`src/logic/video_irq_defines.vh`:
```
`ifndef VIDEO_IRQ_DEFINES_VH
`define VIDEO_IRQ_DEFINES_VH

// =====================================================================
// Register offsets
`define OFS_USER_SUBMAP   8'h0E
`define OFS_IRQ_CONFIG    8'h40
`define OFS_IRQ_MASK1     8'h44
`define OFS_RAW_STATUS2   8'h45
`define OFS_IRQ_STATUS2   8'h46
`define OFS_IRQ_CLEAR2    8'h47
`define OFS_IRQ_MASK2     8'h48

// =====================================================================
// Field positions and writable bit sets
`define SUBMAP_SEL_LSB    0
`define SUBMAP_SEL_IRQ    2'h1
`define CFG_DRIVE_LSB     0
`define CFG_MANUAL_BIT    2
`define CFG_WR_BITS       8'hF7
`define MASK1_WR_BITS     8'h63
`define MASK2_WR_BITS     8'hB1
`define BIT_CAPTION       0
`define BIT_FIELD         4
`define BIT_RANGE         5
`define BIT_MANUAL        7

// =====================================================================
// Drive select codes
`define DRIVE_OPEN_DRAIN  2'h0
`define DRIVE_ACTIVE_LOW  2'h1
`define DRIVE_ACTIVE_HIGH 2'h2

// =====================================================================
// Reset values
`define RST_BYTE          8'h00
`define SERIAL_ADDR_RST   7'h20

`endif

```
`src/logic/video_irq_regs.v`:
```
`timescale 1ns/1ps
`include "video_irq_defines.vh"

module video_irq_regs #(
  parameter [6:0] serial_addr = `SERIAL_ADDR_RST
) (
  input  wire       clock,
  input  wire       rst,
  input  wire       scl_in,
  input  wire       sda_in,
  output reg        sda_out,
  output reg        sda_oe,
  input  wire       caption_data_present,
  input  wire       even_field,
  input  wire       converter_range_fault,
  input  wire       lock_event_latched,
  input  wire       unlock_event_latched,
  input  wire       freerun_change_latched,
  input  wire       copy_protect_event_latched,
  output reg        irq_out,
  output reg        irq_oe
);

  // ===================================================================
  // Serial port states
  localparam [2:0] st_idle   = 3'h0;
  localparam [2:0] st_addr   = 3'h1;
  localparam [2:0] st_ack_a  = 3'h2;
  localparam [2:0] st_sub    = 3'h3;
  localparam [2:0] st_ack_w  = 3'h4;
  localparam [2:0] st_wr     = 3'h5;
  localparam [2:0] st_rd     = 3'h6;
  localparam [2:0] st_rd_ack = 3'h7;

  reg  [2:0] scl_sync;
  reg  [2:0] sda_sync;
  reg  [2:0] state;
  reg  [3:0] bit_count;
  reg  [7:0] shift;
  reg  [7:0] tx;
  reg  [7:0] pointer;
  reg        read_mode;
  reg        rd_load;
  reg        wr_strobe;
  reg  [7:0] wr_addr;
  reg  [7:0] wr_data;
  reg  [7:0] user_submap;
  reg  [7:0] irq_config;
  reg  [7:0] irq_mask_bank1;
  reg  [7:0] irq_mask_bank2;
  reg  [7:0] irq_status_bank2;
  reg        caption_q;
  reg        field_q;
  reg        range_q;
  reg        manual_q;
  reg  [7:0] next_status;
  reg  [7:0] read_data;
  wire [7:0] raw_status_bank2;
  wire [7:0] status_set;
  wire [7:0] status_clear;
  wire       in_irq_map;
  wire       scl_rise;
  wire       scl_fall;
  wire       bus_start;
  wire       bus_stop;
  wire       manual_irq_enable;
  wire [1:0] irq_pin_drive_select;
  wire       irq_active;

  // ===================================================================
  // Pin synchronisers; stage 0 feeds only stage 1
  always @(posedge clock) begin
    if (rst) begin
      scl_sync <= 3'h7;
      sda_sync <= 3'h7;
    end else begin
      scl_sync <= {scl_sync[1:0], scl_in};
      sda_sync <= {sda_sync[1:0], sda_in};
    end
  end

  // Bus events from settled samples
  assign scl_rise  = scl_sync[1] & ~scl_sync[2];
  assign scl_fall  = ~scl_sync[1] & scl_sync[2];
  assign bus_start = scl_sync[1] & scl_sync[2] & ~sda_sync[1] & sda_sync[2];
  assign bus_stop  = scl_sync[1] & scl_sync[2] & sda_sync[1] & ~sda_sync[2];

  // ===================================================================
  // Register map decode
  assign in_irq_map = user_submap[`SUBMAP_SEL_LSB +: 2]
                      == `SUBMAP_SEL_IRQ;
  assign manual_irq_enable    = irq_config[`CFG_MANUAL_BIT];
  assign irq_pin_drive_select = irq_config[`CFG_DRIVE_LSB +: 2];

  // Live indications, never touched by clear or mask
  assign raw_status_bank2 = {manual_irq_enable, 1'b0, converter_range_fault,
                             even_field, 3'h0,
                             caption_data_present};

  // Read mux; write-only and unmapped offsets read zero
  always @* begin
    read_data = `RST_BYTE;
    if (pointer == `OFS_USER_SUBMAP) begin
      read_data = user_submap;
    end else if (in_irq_map) begin
      case (pointer)
        `OFS_IRQ_CONFIG:  read_data = irq_config;
        `OFS_IRQ_MASK1:   read_data = irq_mask_bank1;
        `OFS_RAW_STATUS2: read_data = raw_status_bank2;
        `OFS_IRQ_STATUS2: read_data = irq_status_bank2;
        `OFS_IRQ_MASK2:   read_data = irq_mask_bank2;
        default:          read_data = `RST_BYTE;
      endcase
    end
  end

  // ===================================================================
  // Serial slave: address, sub-address, data with auto-increment
  always @(posedge clock) begin
    if (rst) begin
      state     <= st_idle;
      bit_count <= 4'h0;
      shift     <= 8'h00;
      tx        <= 8'h00;
      pointer   <= 8'h00;
      read_mode <= 1'b0;
      rd_load   <= 1'b0;
      wr_strobe <= 1'b0;
      wr_addr   <= 8'h00;
      wr_data   <= 8'h00;
      sda_out   <= 1'b0;
      sda_oe    <= 1'b0;
    end else begin
      wr_strobe <= 1'b0;
      sda_out   <= 1'b0;
      if (bus_start) begin
        state     <= st_addr;
        bit_count <= 4'h0;
        sda_oe    <= 1'b0;
      end else if (bus_stop) begin
        state  <= st_idle;
        sda_oe <= 1'b0;
      end else begin
        case (state)
          st_idle: begin
            sda_oe <= 1'b0;
          end
          st_addr, st_sub, st_wr: begin
            if (scl_rise) begin
              shift     <= {shift[6:0], sda_sync[1]};
              bit_count <= bit_count + 4'h1;
            end else if (scl_fall && bit_count == 4'h8) begin
              bit_count <= 4'h0;
              if (state == st_addr) begin
                if (shift[7:1] == serial_addr) begin
                  sda_oe    <= 1'b1;
                  read_mode <= shift[0];
                  state     <= st_ack_a;
                end else begin
                  state <= st_idle;
                end
              end else begin
                if (state == st_sub) begin
                  pointer <= shift;
                end else begin
                  wr_strobe <= 1'b1;
                  wr_addr   <= pointer;
                  wr_data   <= shift;
                  rd_load   <= 1'b1;
                end
                sda_oe <= 1'b1;
                state  <= st_ack_w;
              end
            end
          end
          st_ack_a: begin
            if (scl_fall) begin
              if (read_mode) begin
                tx        <= read_data;
                sda_oe    <= ~read_data[7];
                bit_count <= 4'h1;
                state     <= st_rd;
              end else begin
                sda_oe <= 1'b0;
                state  <= st_sub;
              end
            end
          end
          st_ack_w: begin
            if (scl_fall) begin
              sda_oe <= 1'b0;
              if (rd_load) begin
                pointer <= pointer + 8'h01;
              end
              rd_load <= 1'b0;
              state   <= st_wr;
            end
          end
          st_rd: begin
            if (scl_fall) begin
              if (bit_count == 4'h8) begin
                sda_oe <= 1'b0;
                state  <= st_rd_ack;
              end else begin
                sda_oe    <= ~tx[6];
                tx        <= {tx[6:0], 1'b0};
                bit_count <= bit_count + 4'h1;
              end
            end
          end
          st_rd_ack: begin
            // Master ack fetches the next byte, nack ends the read
            if (scl_rise) begin
              if (sda_sync[1]) begin
                state <= st_idle;
              end else begin
                pointer   <= pointer + 8'h01;
                read_mode <= 1'b1;
                state     <= st_ack_a;
              end
            end
          end
          default: begin
            state <= st_idle;
          end
        endcase
      end
    end
  end

  // ===================================================================
  // Writable registers; reserved bits are held at zero except in user_submap, which stores the whole byte
  always @(posedge clock) begin
    if (rst) begin
      user_submap    <= `RST_BYTE;
      irq_config     <= `RST_BYTE;
      irq_mask_bank1 <= `RST_BYTE;
      irq_mask_bank2 <= `RST_BYTE;
    end else if (wr_strobe) begin
      if (wr_addr == `OFS_USER_SUBMAP) begin
        user_submap <= wr_data;
      end else if (in_irq_map) begin
        case (wr_addr)
          `OFS_IRQ_CONFIG: irq_config <= wr_data & `CFG_WR_BITS;
          `OFS_IRQ_MASK1:
            irq_mask_bank1 <= wr_data & `MASK1_WR_BITS;
          `OFS_IRQ_MASK2:
            irq_mask_bank2 <= wr_data & `MASK2_WR_BITS;
          default: irq_mask_bank2 <= irq_mask_bank2;
        endcase
      end
    end
  end

  // ===================================================================
  // Event edge detection on same-clock decoder signals
  always @(posedge clock) begin
    if (rst) begin
      caption_q <= 1'b0;
      field_q   <= 1'b0;
      range_q   <= 1'b0;
      manual_q  <= 1'b0;
    end else begin
      caption_q <= caption_data_present;
      field_q   <= even_field;
      range_q   <= converter_range_fault;
      manual_q  <= manual_irq_enable;
    end
  end

  // Caption input comes from the mode 1 slicer only
  assign status_set = {manual_irq_enable & ~manual_q,
                       1'b0,
                       converter_range_fault & ~range_q,
                       even_field ^ field_q,
                       3'h0,
                       caption_data_present & ~caption_q};

  // Write-only clear; a zero bit leaves its latch alone
  assign status_clear = (wr_strobe && in_irq_map &&
                         wr_addr == `OFS_IRQ_CLEAR2) ?
                        (wr_data & `MASK2_WR_BITS) : 8'h00;

  // Set beats a clear in the same cycle so no event is lost
  always @* begin
    next_status = (irq_status_bank2 & ~status_clear) | status_set;
  end

  always @(posedge clock) begin
    if (rst) begin
      irq_status_bank2 <= `RST_BYTE;
    end else begin
      irq_status_bank2 <= next_status;
    end
  end

  // ===================================================================
  // Interrupt pin; held level until the source is cleared or masked
  assign irq_active = |(irq_status_bank2 & irq_mask_bank2) |
                      |({1'b0, copy_protect_event_latched,
                         freerun_change_latched, 3'h0,
                         unlock_event_latched,
                         lock_event_latched} & irq_mask_bank1);

  always @(posedge clock) begin
    if (rst) begin
      irq_out <= 1'b0;
      irq_oe  <= 1'b0;
    end else begin
      case (irq_pin_drive_select)
        `DRIVE_ACTIVE_LOW: begin
          irq_out <= ~irq_active;
          irq_oe  <= 1'b1;
        end
        `DRIVE_ACTIVE_HIGH: begin
          irq_out <= irq_active;
          irq_oe  <= 1'b1;
        end
        default: begin
          // Reserved code falls back to open drain, the safe choice
          irq_out <= 1'b0;
          irq_oe  <= irq_active;
        end
      endcase
    end
  end

endmodule

```
`config.mk`:
```
export PLATFORM = sky130hd
export DESIGN_NAME = video_irq_regs
export DESIGN_NICKNAME = d
export VERILOG_FILES = /design/src/logic/video_irq_regs.v
export VERILOG_INCLUDE_DIRS = /design/src /design/src/logic
export SDC_FILE = /design/constraint.sdc
export NUM_CORES = 1
export LEC_CHECK = 0
export BUFFER_PORTS_ARGS = -buffer_cell sky130_fd_sc_hd__buf_2
export CORE_MARGIN = 4
export CORE_UTILIZATION = 62
export DETAILED_ROUTE_END_ITERATION = 6
export MAX_ROUTING_LAYER = met4
export PLACE_DENSITY = 0.76
export SETUP_SLACK_MARGIN = 0.1
export SYNTH_ARGS = -nofsm -noshare
export SYNTH_HDL_FRONTEND = slang
export SYNTH_SLANG_ARGS = --single-unit
export TNS_END_PERCENT = 5
```
`constraint.sdc`:
```
create_clock -name clock -period 2.1 [get_ports clock]
set_input_delay 0.105 -clock clock [delete_from_list [all_inputs] [get_ports clock]]
set_output_delay 0.105 -clock clock [all_outputs]
set_load 0.05 [all_outputs]
```
==> out/metrics.csv, run 1 <==
stage,metric,value,unit
status,status,"finished, final reports clean",
setup_path,Worst path top cell family by delay,compound AO/OA/AOI/OAI gates,
detailed_routing,routed length per placed instance,16.4,um
cts,postcts setup bufs,0,
power_and_ir_drop,IR Drop Worst-Case VDD,496,uV
cts,clk root buf,clkbuf_8,
global_routing,largest net degree at the start of global routing,34,
placement,input/output buffers,13,
placement,Setup WS pre-CTS,0.0995,ns
synth,Post-Syn Instances,520,
detailed_routing,vias per cell,6.02,
cts,"CTS clk-pin slew, worst paths",0.08,ns
synth,Synth Register Bits,89,
detailed_routing,First-pass DRT Iterations,5,
synth,Mapped Area,4480,um^2
layout,fraction of layout cells with a size suffix above 1,0.134,
die,die extent in x,93.0,um
power_and_ir_drop,Pwr Density,629,nW/um^2
layout,n_diodes,0,
placement,DP HPWL,7510,um
global_routing,vias in the first global route,3614,
synth,Ys Warns,0,
timing,final worst-path setup slack,0.122,ns
cts,CTS tree,built,
power_and_ir_drop,Pwr Total,0.00309,W
timing,Rel. slew slack,0.633,
die,Die Height,93.0,um
timing,Worst-Margin Slew,0.546,ns
setup_path,Worst path slowest cell,o21a_1,
timing,FMAX,0.505,GHz
cts,CTS H-tree depth,3,
synth,largest cells by area after synthesis,"dfxtp_1 40%, mux2i_1 9.8%, nor2_1 5.7%",
synth,Syn Nets,539,
timing,Worst Skew,0.00693,ns
die,Ports,15,
layout,final non-filler cell total,635,
placement,Cells after DPL,616,
job,total of max-cap violations,0,
worst_hold_path,hold crit path type,in -> reg,
detailed_routing,Routed WL,10400,um
placement,placed cell area,4660,um^2
timing,final setup vio count,0,
setup_path,critical path cell sequence,inv_1 -> ha_1 -> nand3b_1 -> o31ai_2 -> o21a_1 -> a21oi_1 -> a211oi_1,
cts,clk buf depth,2,
die,core area,6910,um^2
synth,syn_area_per_cell,8.61,um^2
timing,RSZ-0062 raised after global routing,true,
global_routing,GRT Util Overall,0.260,
synth,"count leader, synth",dfxtp_1,
setup_path,crit-path max cell delay,0.41,ns
timing,pins over their slew limit,0,
cts,Clock Sink Count,89,
setup_path,startpoint types,flip-flop,
timing,period utilization,0.942,
detailed_routing,drc violations,0,
timing,setup TNS,0,ns
cts,Clock Latency Late Sink,0.35,ns
synth,share of the synthesized area in the top cell type,0.398,
synth,Post-synth EDFFs,0,
setup_path,CP Data Required Time,2.37,ns
die,Std-Cell Rows,30,
synth,Synth Flop Type,dfxtp_1,
cts,CTS Buf Count,9,
synth,Synth area leader,dfxtp_1,
synth,count of cell types in the netlist,70,
timing,final hold violation count,0,
detailed_routing,routed vias,3821,
layout,Final nets,554,
detailed_routing,Final ANT Viol Nets,0,
setup_path,crit path max fanout,10,
setup_path,CP arrival,2.25,ns
global_routing,initial antenna violation count,0,
setup_path,CP Capture Type,flip-flop,
global_routing,first-pass GRT wire length,17400,um
timing,Period minus WS final,1.98,ns
detailed_routing,First DRT Iteration DRCs,267,
layout,final instance area,4920,um^2
layout,fill count,586,
synth,"Seq/Total Area, Yosys",0.398,
power_and_ir_drop,LEAKAGE,1.72,nW
die,Die Area,8640,um^2
layout,Layout area overhead,9.81,%
setup_path,Worst Setup Path Type,reg -> reg,
synth,synth cell count leaders,"89 x dfxtp_1, 68 x nor2_1, 44 x mux2i_1, 44 x nand2_1, 41 x a21oi_1",
global_routing,grt ovf,0,
setup_path,CP bufs+invs,1,
synth,fraction of registers with async set/reset,0,
placement,GP Congestion,0.946,
die,Initial Util,0.648,
## logic make-up after synthesis
group,share of synthesized area
simple gates,0.256
compound gates,0.171
flops,0.398
mux,0.103
buf+inv,0.0444
fa+ha+maj,0.0224
xor+xnor,0.00391
other cells,0.000838
## power by group
group | switching, W | internal (W)
Combinational | 0.0000745 | 0.0000475
Sequential | 0.0000154 | 0.00170
Clock | 0.000591 | 0.000664
## cell type report
class	instances	area, um^2	share of cell area
clock buffer	10	128	0.0260
timing repair buffer	35	253	0.0514
multi-input combinational	388	2510	0.510
clock inverter	5	81.3	0.0165
inverter	12	45.0	0.00916
tap	96	120	0.0244
sequential	89	1780	0.362
## worst paths after layout
path	startpoint	end	slack, ns	cells after the start
max	bit_count[0]	pointer[5]	0.12	7
min	even_field	field_q	0.04	2
max reg2reg	bit_count[0]	pointer[5]	0.12	7
min reg2reg	sda_sync[0]	sda_sync[1]	0.42	1
## layer usage
metal	track usage	vias to the layer above	share of wire
li1	-	1867	-
met1	0.345	1835	0.47
met2	0.407	102	0.47
met3	0.0467	17	0.046
met4	0.0818	0	0.019
met5	-	-	0
## state kept, by name (all words and copies together), names as in the netlist, 7 cells and up
| name | count |
|---|---|
| wr_addr | 8 |
| pointer | 8 |
| irq_config | 7 |
| tx | 7 |
| user_submap | 8 |
| shift | 8 |
| wr_data | 8 |
## timing repair
item,in CTS,in global routing
resized for setup,1,2
setup endpoints to repair,1,24
hold buffers,4,0
hold endpoints to repair,4,0
## cell usage in the layout (no fill, tap or decap), types with 9 or more instances in the layout
cell	n
nand3_1	10
dfxtp_1	89
buf_4	17
o21ai_0	27
nor2b_1	16
nor2_1	67
and2_1	9
inv_1	12
a21oi_1	41
clkbuf_8	9
mux2i_1	44
nand2_1	44
buf_2	13
## through the flow
stage | hold slack, ns | util
2_1_floorplan | 0.209 | -
3_3_place_gp | 0.290 | 0.675
3_5_place_dp | 0.292 | 0.675
4_1_cts | 0.0193 | 0.711
5_1_grt | 0.0324 | 0.712
6_report | 0.0384 | 0.712
## worst register-to-register path, cell delays in order (launching register included)
cell	delay (ns)
dfxtp_1	0.34
inv_1	0.08
ha_1	0.18
nand3b_1	0.15
o31ai_2	0.37
o21a_1	0.41
a21oi_1	0.13
a211oi_1	0.24
Power figures use the tool's default switching activity.
==> inputs of run 2 (changes only) <==
CORE_UTILIZATION = 25   (was 62)
PLACE_DENSITY = 0.35   (was 0.76)
clock period = 2.3 ns   (was 2.1 ns; I/O delays follow)
==> out/metrics.csv, run 2 (same netlist as run 1, synthesis figures left out) <==
stage,metric,value,unit
layout,fill count,1870,
detailed_routing,vias per cell,4.80,
cts,CTS H-tree depth,3,
die,die extent in x,142,um
global_routing,initial antenna violation count,0,
placement,input/output buffers,13,
cts,clk root buf,clkbuf_16,
detailed_routing,routed vias,3669,
timing,WHS,0.0247,ns
cts,"CTS clk-pin slew, worst paths",0.07,ns
timing,FMAX,0.469,GHz
placement,GP Congestion,0.772,
timing,RSZ-0062 raised after global routing,true,
placement,Setup WS pre-CTS,0.199,ns
power_and_ir_drop,LEAKAGE,1.75,nW
setup_path,CP Data Required Time,2.58,ns
die,Ports,15,
worst_hold_path,hold crit path type,in -> reg,
layout,Final Util,0.295,
status,status,"finished, final reports clean",
layout,Final nets,555,
timing,setup TNS,0,ns
timing,Period minus WS final,2.13,ns
cts,Clock Latency Late Sink,0.34,ns
global_routing,vias in the first global route,3461,
setup_path,CP Capture Type,flip-flop,
setup_path,reg-to-reg endpoint,bit_count[3],
detailed_routing,routed length per placed instance,16.9,um
layout,most frequent cells in the layout,"89 x dfxtp_1, 68 x nor2_1, 44 x nand2_1, 44 x mux2i_1, 41 x a21oi_1",
setup_path,R2R setup slack,0.17,ns
power_and_ir_drop,IR Drop Worst-Case VDD,324,uV
global_routing,GRT Util Overall,0.134,
cts,CTS Buf Count,9,
cts,postcts setup bufs,0,
placement,Cells after DPL,747,
timing,period utilization,0.927,
layout,"commonest non-fill, non-tap cell in the layout",dfxtp_1,
timing,Rel. slew slack,0.534,
cts,Clock Sink Count,89,
global_routing,first-pass GRT wire length,20300,um
setup_path,Worst Setup SP,bit_count[0],
setup_path,FF-to-FF Start,bit_count[0],
setup_path,Worst Reg-to-Reg Cells,7,
detailed_routing,Routed WL,13000,um
timing,pins over their slew limit,0,
timing,final hold violation count,0,
job,total of max-cap violations,0,
setup_path,worst setup path endpoint,bit_count[3],
die,core area,17400,um^2
die,Std-Cell Rows,48,
detailed_routing,drc violations,0,
die,Die Area,20100,um^2
power_and_ir_drop,Pwr Density,601,nW/um^2
timing,Worst Skew,0.00851,ns
setup_path,startpoint types,flip-flop,
global_routing,grt ovf,0,
setup_path,crit path max fanout,5,
die,Initial Util,0.257,
cts,clk buf depth,2,
detailed_routing,First-pass DRT Iterations,4,
global_routing,largest net degree at the start of global routing,38,
timing,Worst-Margin Slew,0.691,ns
timing,final setup vio count,0,
layout,final non-filler cell total,765,
setup_path,CP arrival,2.41,ns
cts,CTS tree,built,
layout,Layout area overhead,14.6,%
layout,fraction of layout cells with a size suffix above 1,0.135,
die,Die Height,142,um
setup_path,Worst Setup Path Type,reg -> reg,
detailed_routing,First DRT Iteration DRCs,202,
placement,DP HPWL,9200,um
detailed_routing,Final ANT Viol Nets,0,
timing,final worst-path setup slack,0.168,ns
layout,n_diodes,0,
-- run 2: changes by cell type in the layout (fill, tap and decap cells not counted), sizes merged --
| cell | change |
|---|---|
| dlygate4sd3 | -1 |
| bufinv | -2 |
| clkbuf | +1 |
| buf | +2 |
| clkinv | +1 |
-- run 2: per-layer routing --
metal	up-vias	global-route usage	wire, um
met5	-	-	0
met4	0	0.0455	195
met3	14	0.0192	284
met2	35	0.199	5830
met1	1743	0.187	6650
li1	1877	-	-
-- run 2: timing repair --
item                                    in CTS  in global routing
hold endpoints to repair                     3                  0
resized for setup                            0                  1
hold buffers                                 3                  0
endpoints found under the setup margin       0                  7
-- run 2: final cells by class --
class | instances | area [um^2] | area share
multi-input combinational | 388 | 2500 | 0.488
clock inverter | 4 | 30.0 | 0.00585
inverter | 12 | 45.0 | 0.00878
timing repair buffer | 36 | 245 | 0.0478
clock buffer | 11 | 243 | 0.0473
tap | 225 | 282 | 0.0549
sequential | 89 | 1780 | 0.347
-- run 2: worst min-delay path by stage --
stage	from	end	slack (ns)	cells past startpoint
floorplan	scl_in	scl_sync[0]	0.22	1
global placement	scl_in	scl_sync[0]	0.30	2
detailed placement	scl_in	scl_sync[0]	0.30	2
CTS	even_field	field_q	0.01	2
global route	converter_range_fault	range_q	0.04	2
finish	even_field	field_q	0.02	2
-- run 2: critical path: stages, from the launching register on --
cell and delay (ns):
dfxtp_1 0.39, inv_1 0.08, ha_1 0.21, and3b_1 0.25, o21ai_1 0.32, a22oi_2 0.16, or4_1 0.52, a21oi_1 0.13
-- run 2: where the power goes --
| group | switching [W] | leakage, nW | internal, W |
|---|---|---|---|
| clock network | 0.000642 | 0.132 | 0.000759 |
| logic | 0.0000691 | 0.899 | 0.0000432 |
| registers | 0.0000160 | 0.720 | 0.00155 |
| total | 0.000727 | 1.75 | 0.00236 |
-- run 2: metrics by stage --
step | total power (W) | cell area, um^2
final | 0.00308 | 5130
after global routing | 0.00322 | 5130
after CTS | 0.00314 | 5130
after detailed placement | 0.00172 | 4820
after global placement | 0.00171 | 4820
after floorplan | 0.00168 | 4480
==> inputs of run 3 (changes only) <==
--- a/config.mk
+++ b/config.mk
@@ -13,3 +13,2 @@
 export MAX_ROUTING_LAYER = met4
-export PLACE_DENSITY = 0.35
 export SETUP_SLACK_MARGIN = 0.1
--- a/constraint.sdc
+++ b/constraint.sdc
@@ -3,2 +3,2 @@
 set_output_delay 0.115 -clock clock [all_outputs]
-set_load 0.05 [all_outputs]
+set_load 0.01 [all_outputs]
==> out/metrics.csv, run 3 (same netlist as run 1, synthesis figures left out) <==
stage,metric,value,unit
status,status,"finished, final reports clean",
die,core area,17400,um^2
power_and_ir_drop,LEAKAGE,1.75,nW
setup_path,crit path max fanout,10,
setup_path,startpoint types,flip-flop,
setup_path,Worst Setup SP,bit_count[0],
detailed_routing,vias per cell,4.82,
layout,fraction of layout cells with a size suffix above 1,0.134,
detailed_routing,routed length per placed instance,14.1,um
layout,Layout area overhead,14.6,%
worst_hold_path,Hold Crit Depth,2,
detailed_routing,First-pass DRT Iterations,4,
cts,CTS H-tree depth,3,
setup_path,worst setup path endpoint,pointer[0],
layout,n_diodes,0,
timing,RSZ-0062 raised after global routing,true,
timing,final hold violation count,0,
detailed_routing,drc violations,0,
die,die extent in x,142,um
die,Std-Cell Rows,48,
timing,pins over their slew limit,0,
die,Die Height,142,um
placement,GP Congestion,0.831,
timing,period utilization,0.897,
layout,Final nets,551,
placement,input/output buffers,13,
die,Initial Util,0.257,
setup_path,CP Data Required Time,2.52,ns
cts,"CTS clk-pin slew, worst paths",0.07,ns
cts,Clock Sink Count,89,
global_routing,GRT Util Overall,0.115,
setup_path,R2R setup slack,0.24,ns
detailed_routing,routed vias,3672,
job,total of max-cap violations,0,
cts,CTS tree,built,
global_routing,first-pass GRT wire length,18300,um
timing,Worst Skew,0.00655,ns
setup_path,reg-to-reg endpoint,pointer[0],
timing,Rel. slew slack,0.553,
layout,most frequent cells in the layout,"89 x dfxtp_1, 68 x nor2_1, 44 x nand2_1, 44 x mux2i_1, 41 x a21oi_1",
placement,Cells after DPL,744,
cts,CTS Buf Count,9,
setup_path,FF-to-FF Start,bit_count[0],
setup_path,CP Capture Type,flip-flop,
global_routing,grt ovf,0,
timing,final setup vio count,0,
detailed_routing,Routed WL,10800,um
die,Die Area,20100,um^2
setup_path,CP arrival,2.29,ns
cts,clk buf depth,2,
detailed_routing,First DRT Iteration DRCs,313,
power_and_ir_drop,IR Drop Worst-Case VDD,347,uV
die,Ports,15,
cts,Clock Latency Late Sink,0.34,ns
timing,Worst-Margin Slew,0.664,ns
timing,setup TNS,0,ns
layout,"commonest non-fill, non-tap cell in the layout",dfxtp_1,
global_routing,vias in the first global route,3516,
global_routing,largest net degree at the start of global routing,52,
worst_hold_path,hold crit path type,in -> reg,
placement,DP HPWL,7750,um
timing,Period minus WS final,2.06,ns
global_routing,initial antenna violation count,0,
setup_path,Worst Setup Path Type,reg -> reg,
power_and_ir_drop,Pwr Density,619,nW/um^2
layout,final non-filler cell total,762,
setup_path,Worst Reg-to-Reg Cells,7,
detailed_routing,Final ANT Viol Nets,0,
timing,FMAX,0.485,GHz
cts,clk root buf,clkbuf_16,
cts,postcts setup bufs,0,
run 3: cell count changes in the layout (fill, tap and decap cells not counted), sizes merged:
cell,before,now
inv,12,13
buf,33,30
dlygate4sd3,3,2
bufinv,0,1
clkbuf,11,10
run 3: worst max-delay path, stage by stage, from the launching register on:
cell	delay, ns
dfxtp_1	0.33
inv_1	0.08
ha_1	0.16
nand3b_1	0.22
o31ai_2	0.44
o21a_1	0.40
mux2i_1	0.24
a21oi_1	0.07
run 3: how the worst min path moves through the flow:
stage / start / endpoint / slack, ns
2_1_floorplan: scl_in / scl_sync[0] / 0.22
3_3_place_gp: sda_in / sda_sync[0] / 0.30
3_5_place_dp: sda_in / sda_sync[0] / 0.30
4_1_cts: caption_data_present / caption_q / 0.04
5_1_grt: caption_data_present / caption_q / 0.05
6_report: caption_data_present / caption_q / 0.04
run 3: layout make-up:
| class | instances | area (um^2) |
|---|---|---|
| Clock buffer | 10 | 239 |
| Tap cell | 225 | 282 |
| Sequential cell | 89 | 1780 |
| Multi-Input combinational cell | 388 | 2500 |
| Clock inverter | 6 | 65.1 |
| Inverter | 12 | 45.0 |
| Timing Repair Buffer | 32 | 213 |
| Fill cell | 1866 | 12300 |
run 3: what timing repair did:
item / CTS / global route
endpoints found under the hold margin: 2 / 0
endpoints found under the setup margin: 0 / 4
gates resized for setup: 0 / 1
hold buffers: 2 / 0
run 3: metal layers:
layer	global-route usage	vias to the layer above	routed length, um
li1	-	1864	-
met3	0.0202	11	258
met4	0.0354	0	103
met5	-	-	0
met2	0.179	40	5160
met1	0.152	1757	5240
run 3: power by group:
group	switching (W)	internal [W]
logic	0.0000586	0.0000423
registers	0.0000185	0.00155
clock network	0.000627	0.000873
run 3: per-stage QoR:
stage | hold WS, ns | utilization | cell area (um^2) | power, W | setup WS (ns)
floorplan | 0.219 | - | 4480 | 0.00167 | 0.481
global placement | 0.302 | 0.276 | 4800 | 0.00171 | 0.260
detailed placement | 0.301 | 0.276 | 4800 | 0.00171 | 0.183
CTS | 0.0353 | 0.294 | 5130 | 0.00321 | 0.191
global route | 0.0503 | 0.295 | 5130 | 0.00330 | 0.0569
finish | 0.0368 | 0.295 | 5130 | 0.00317 | 0.236
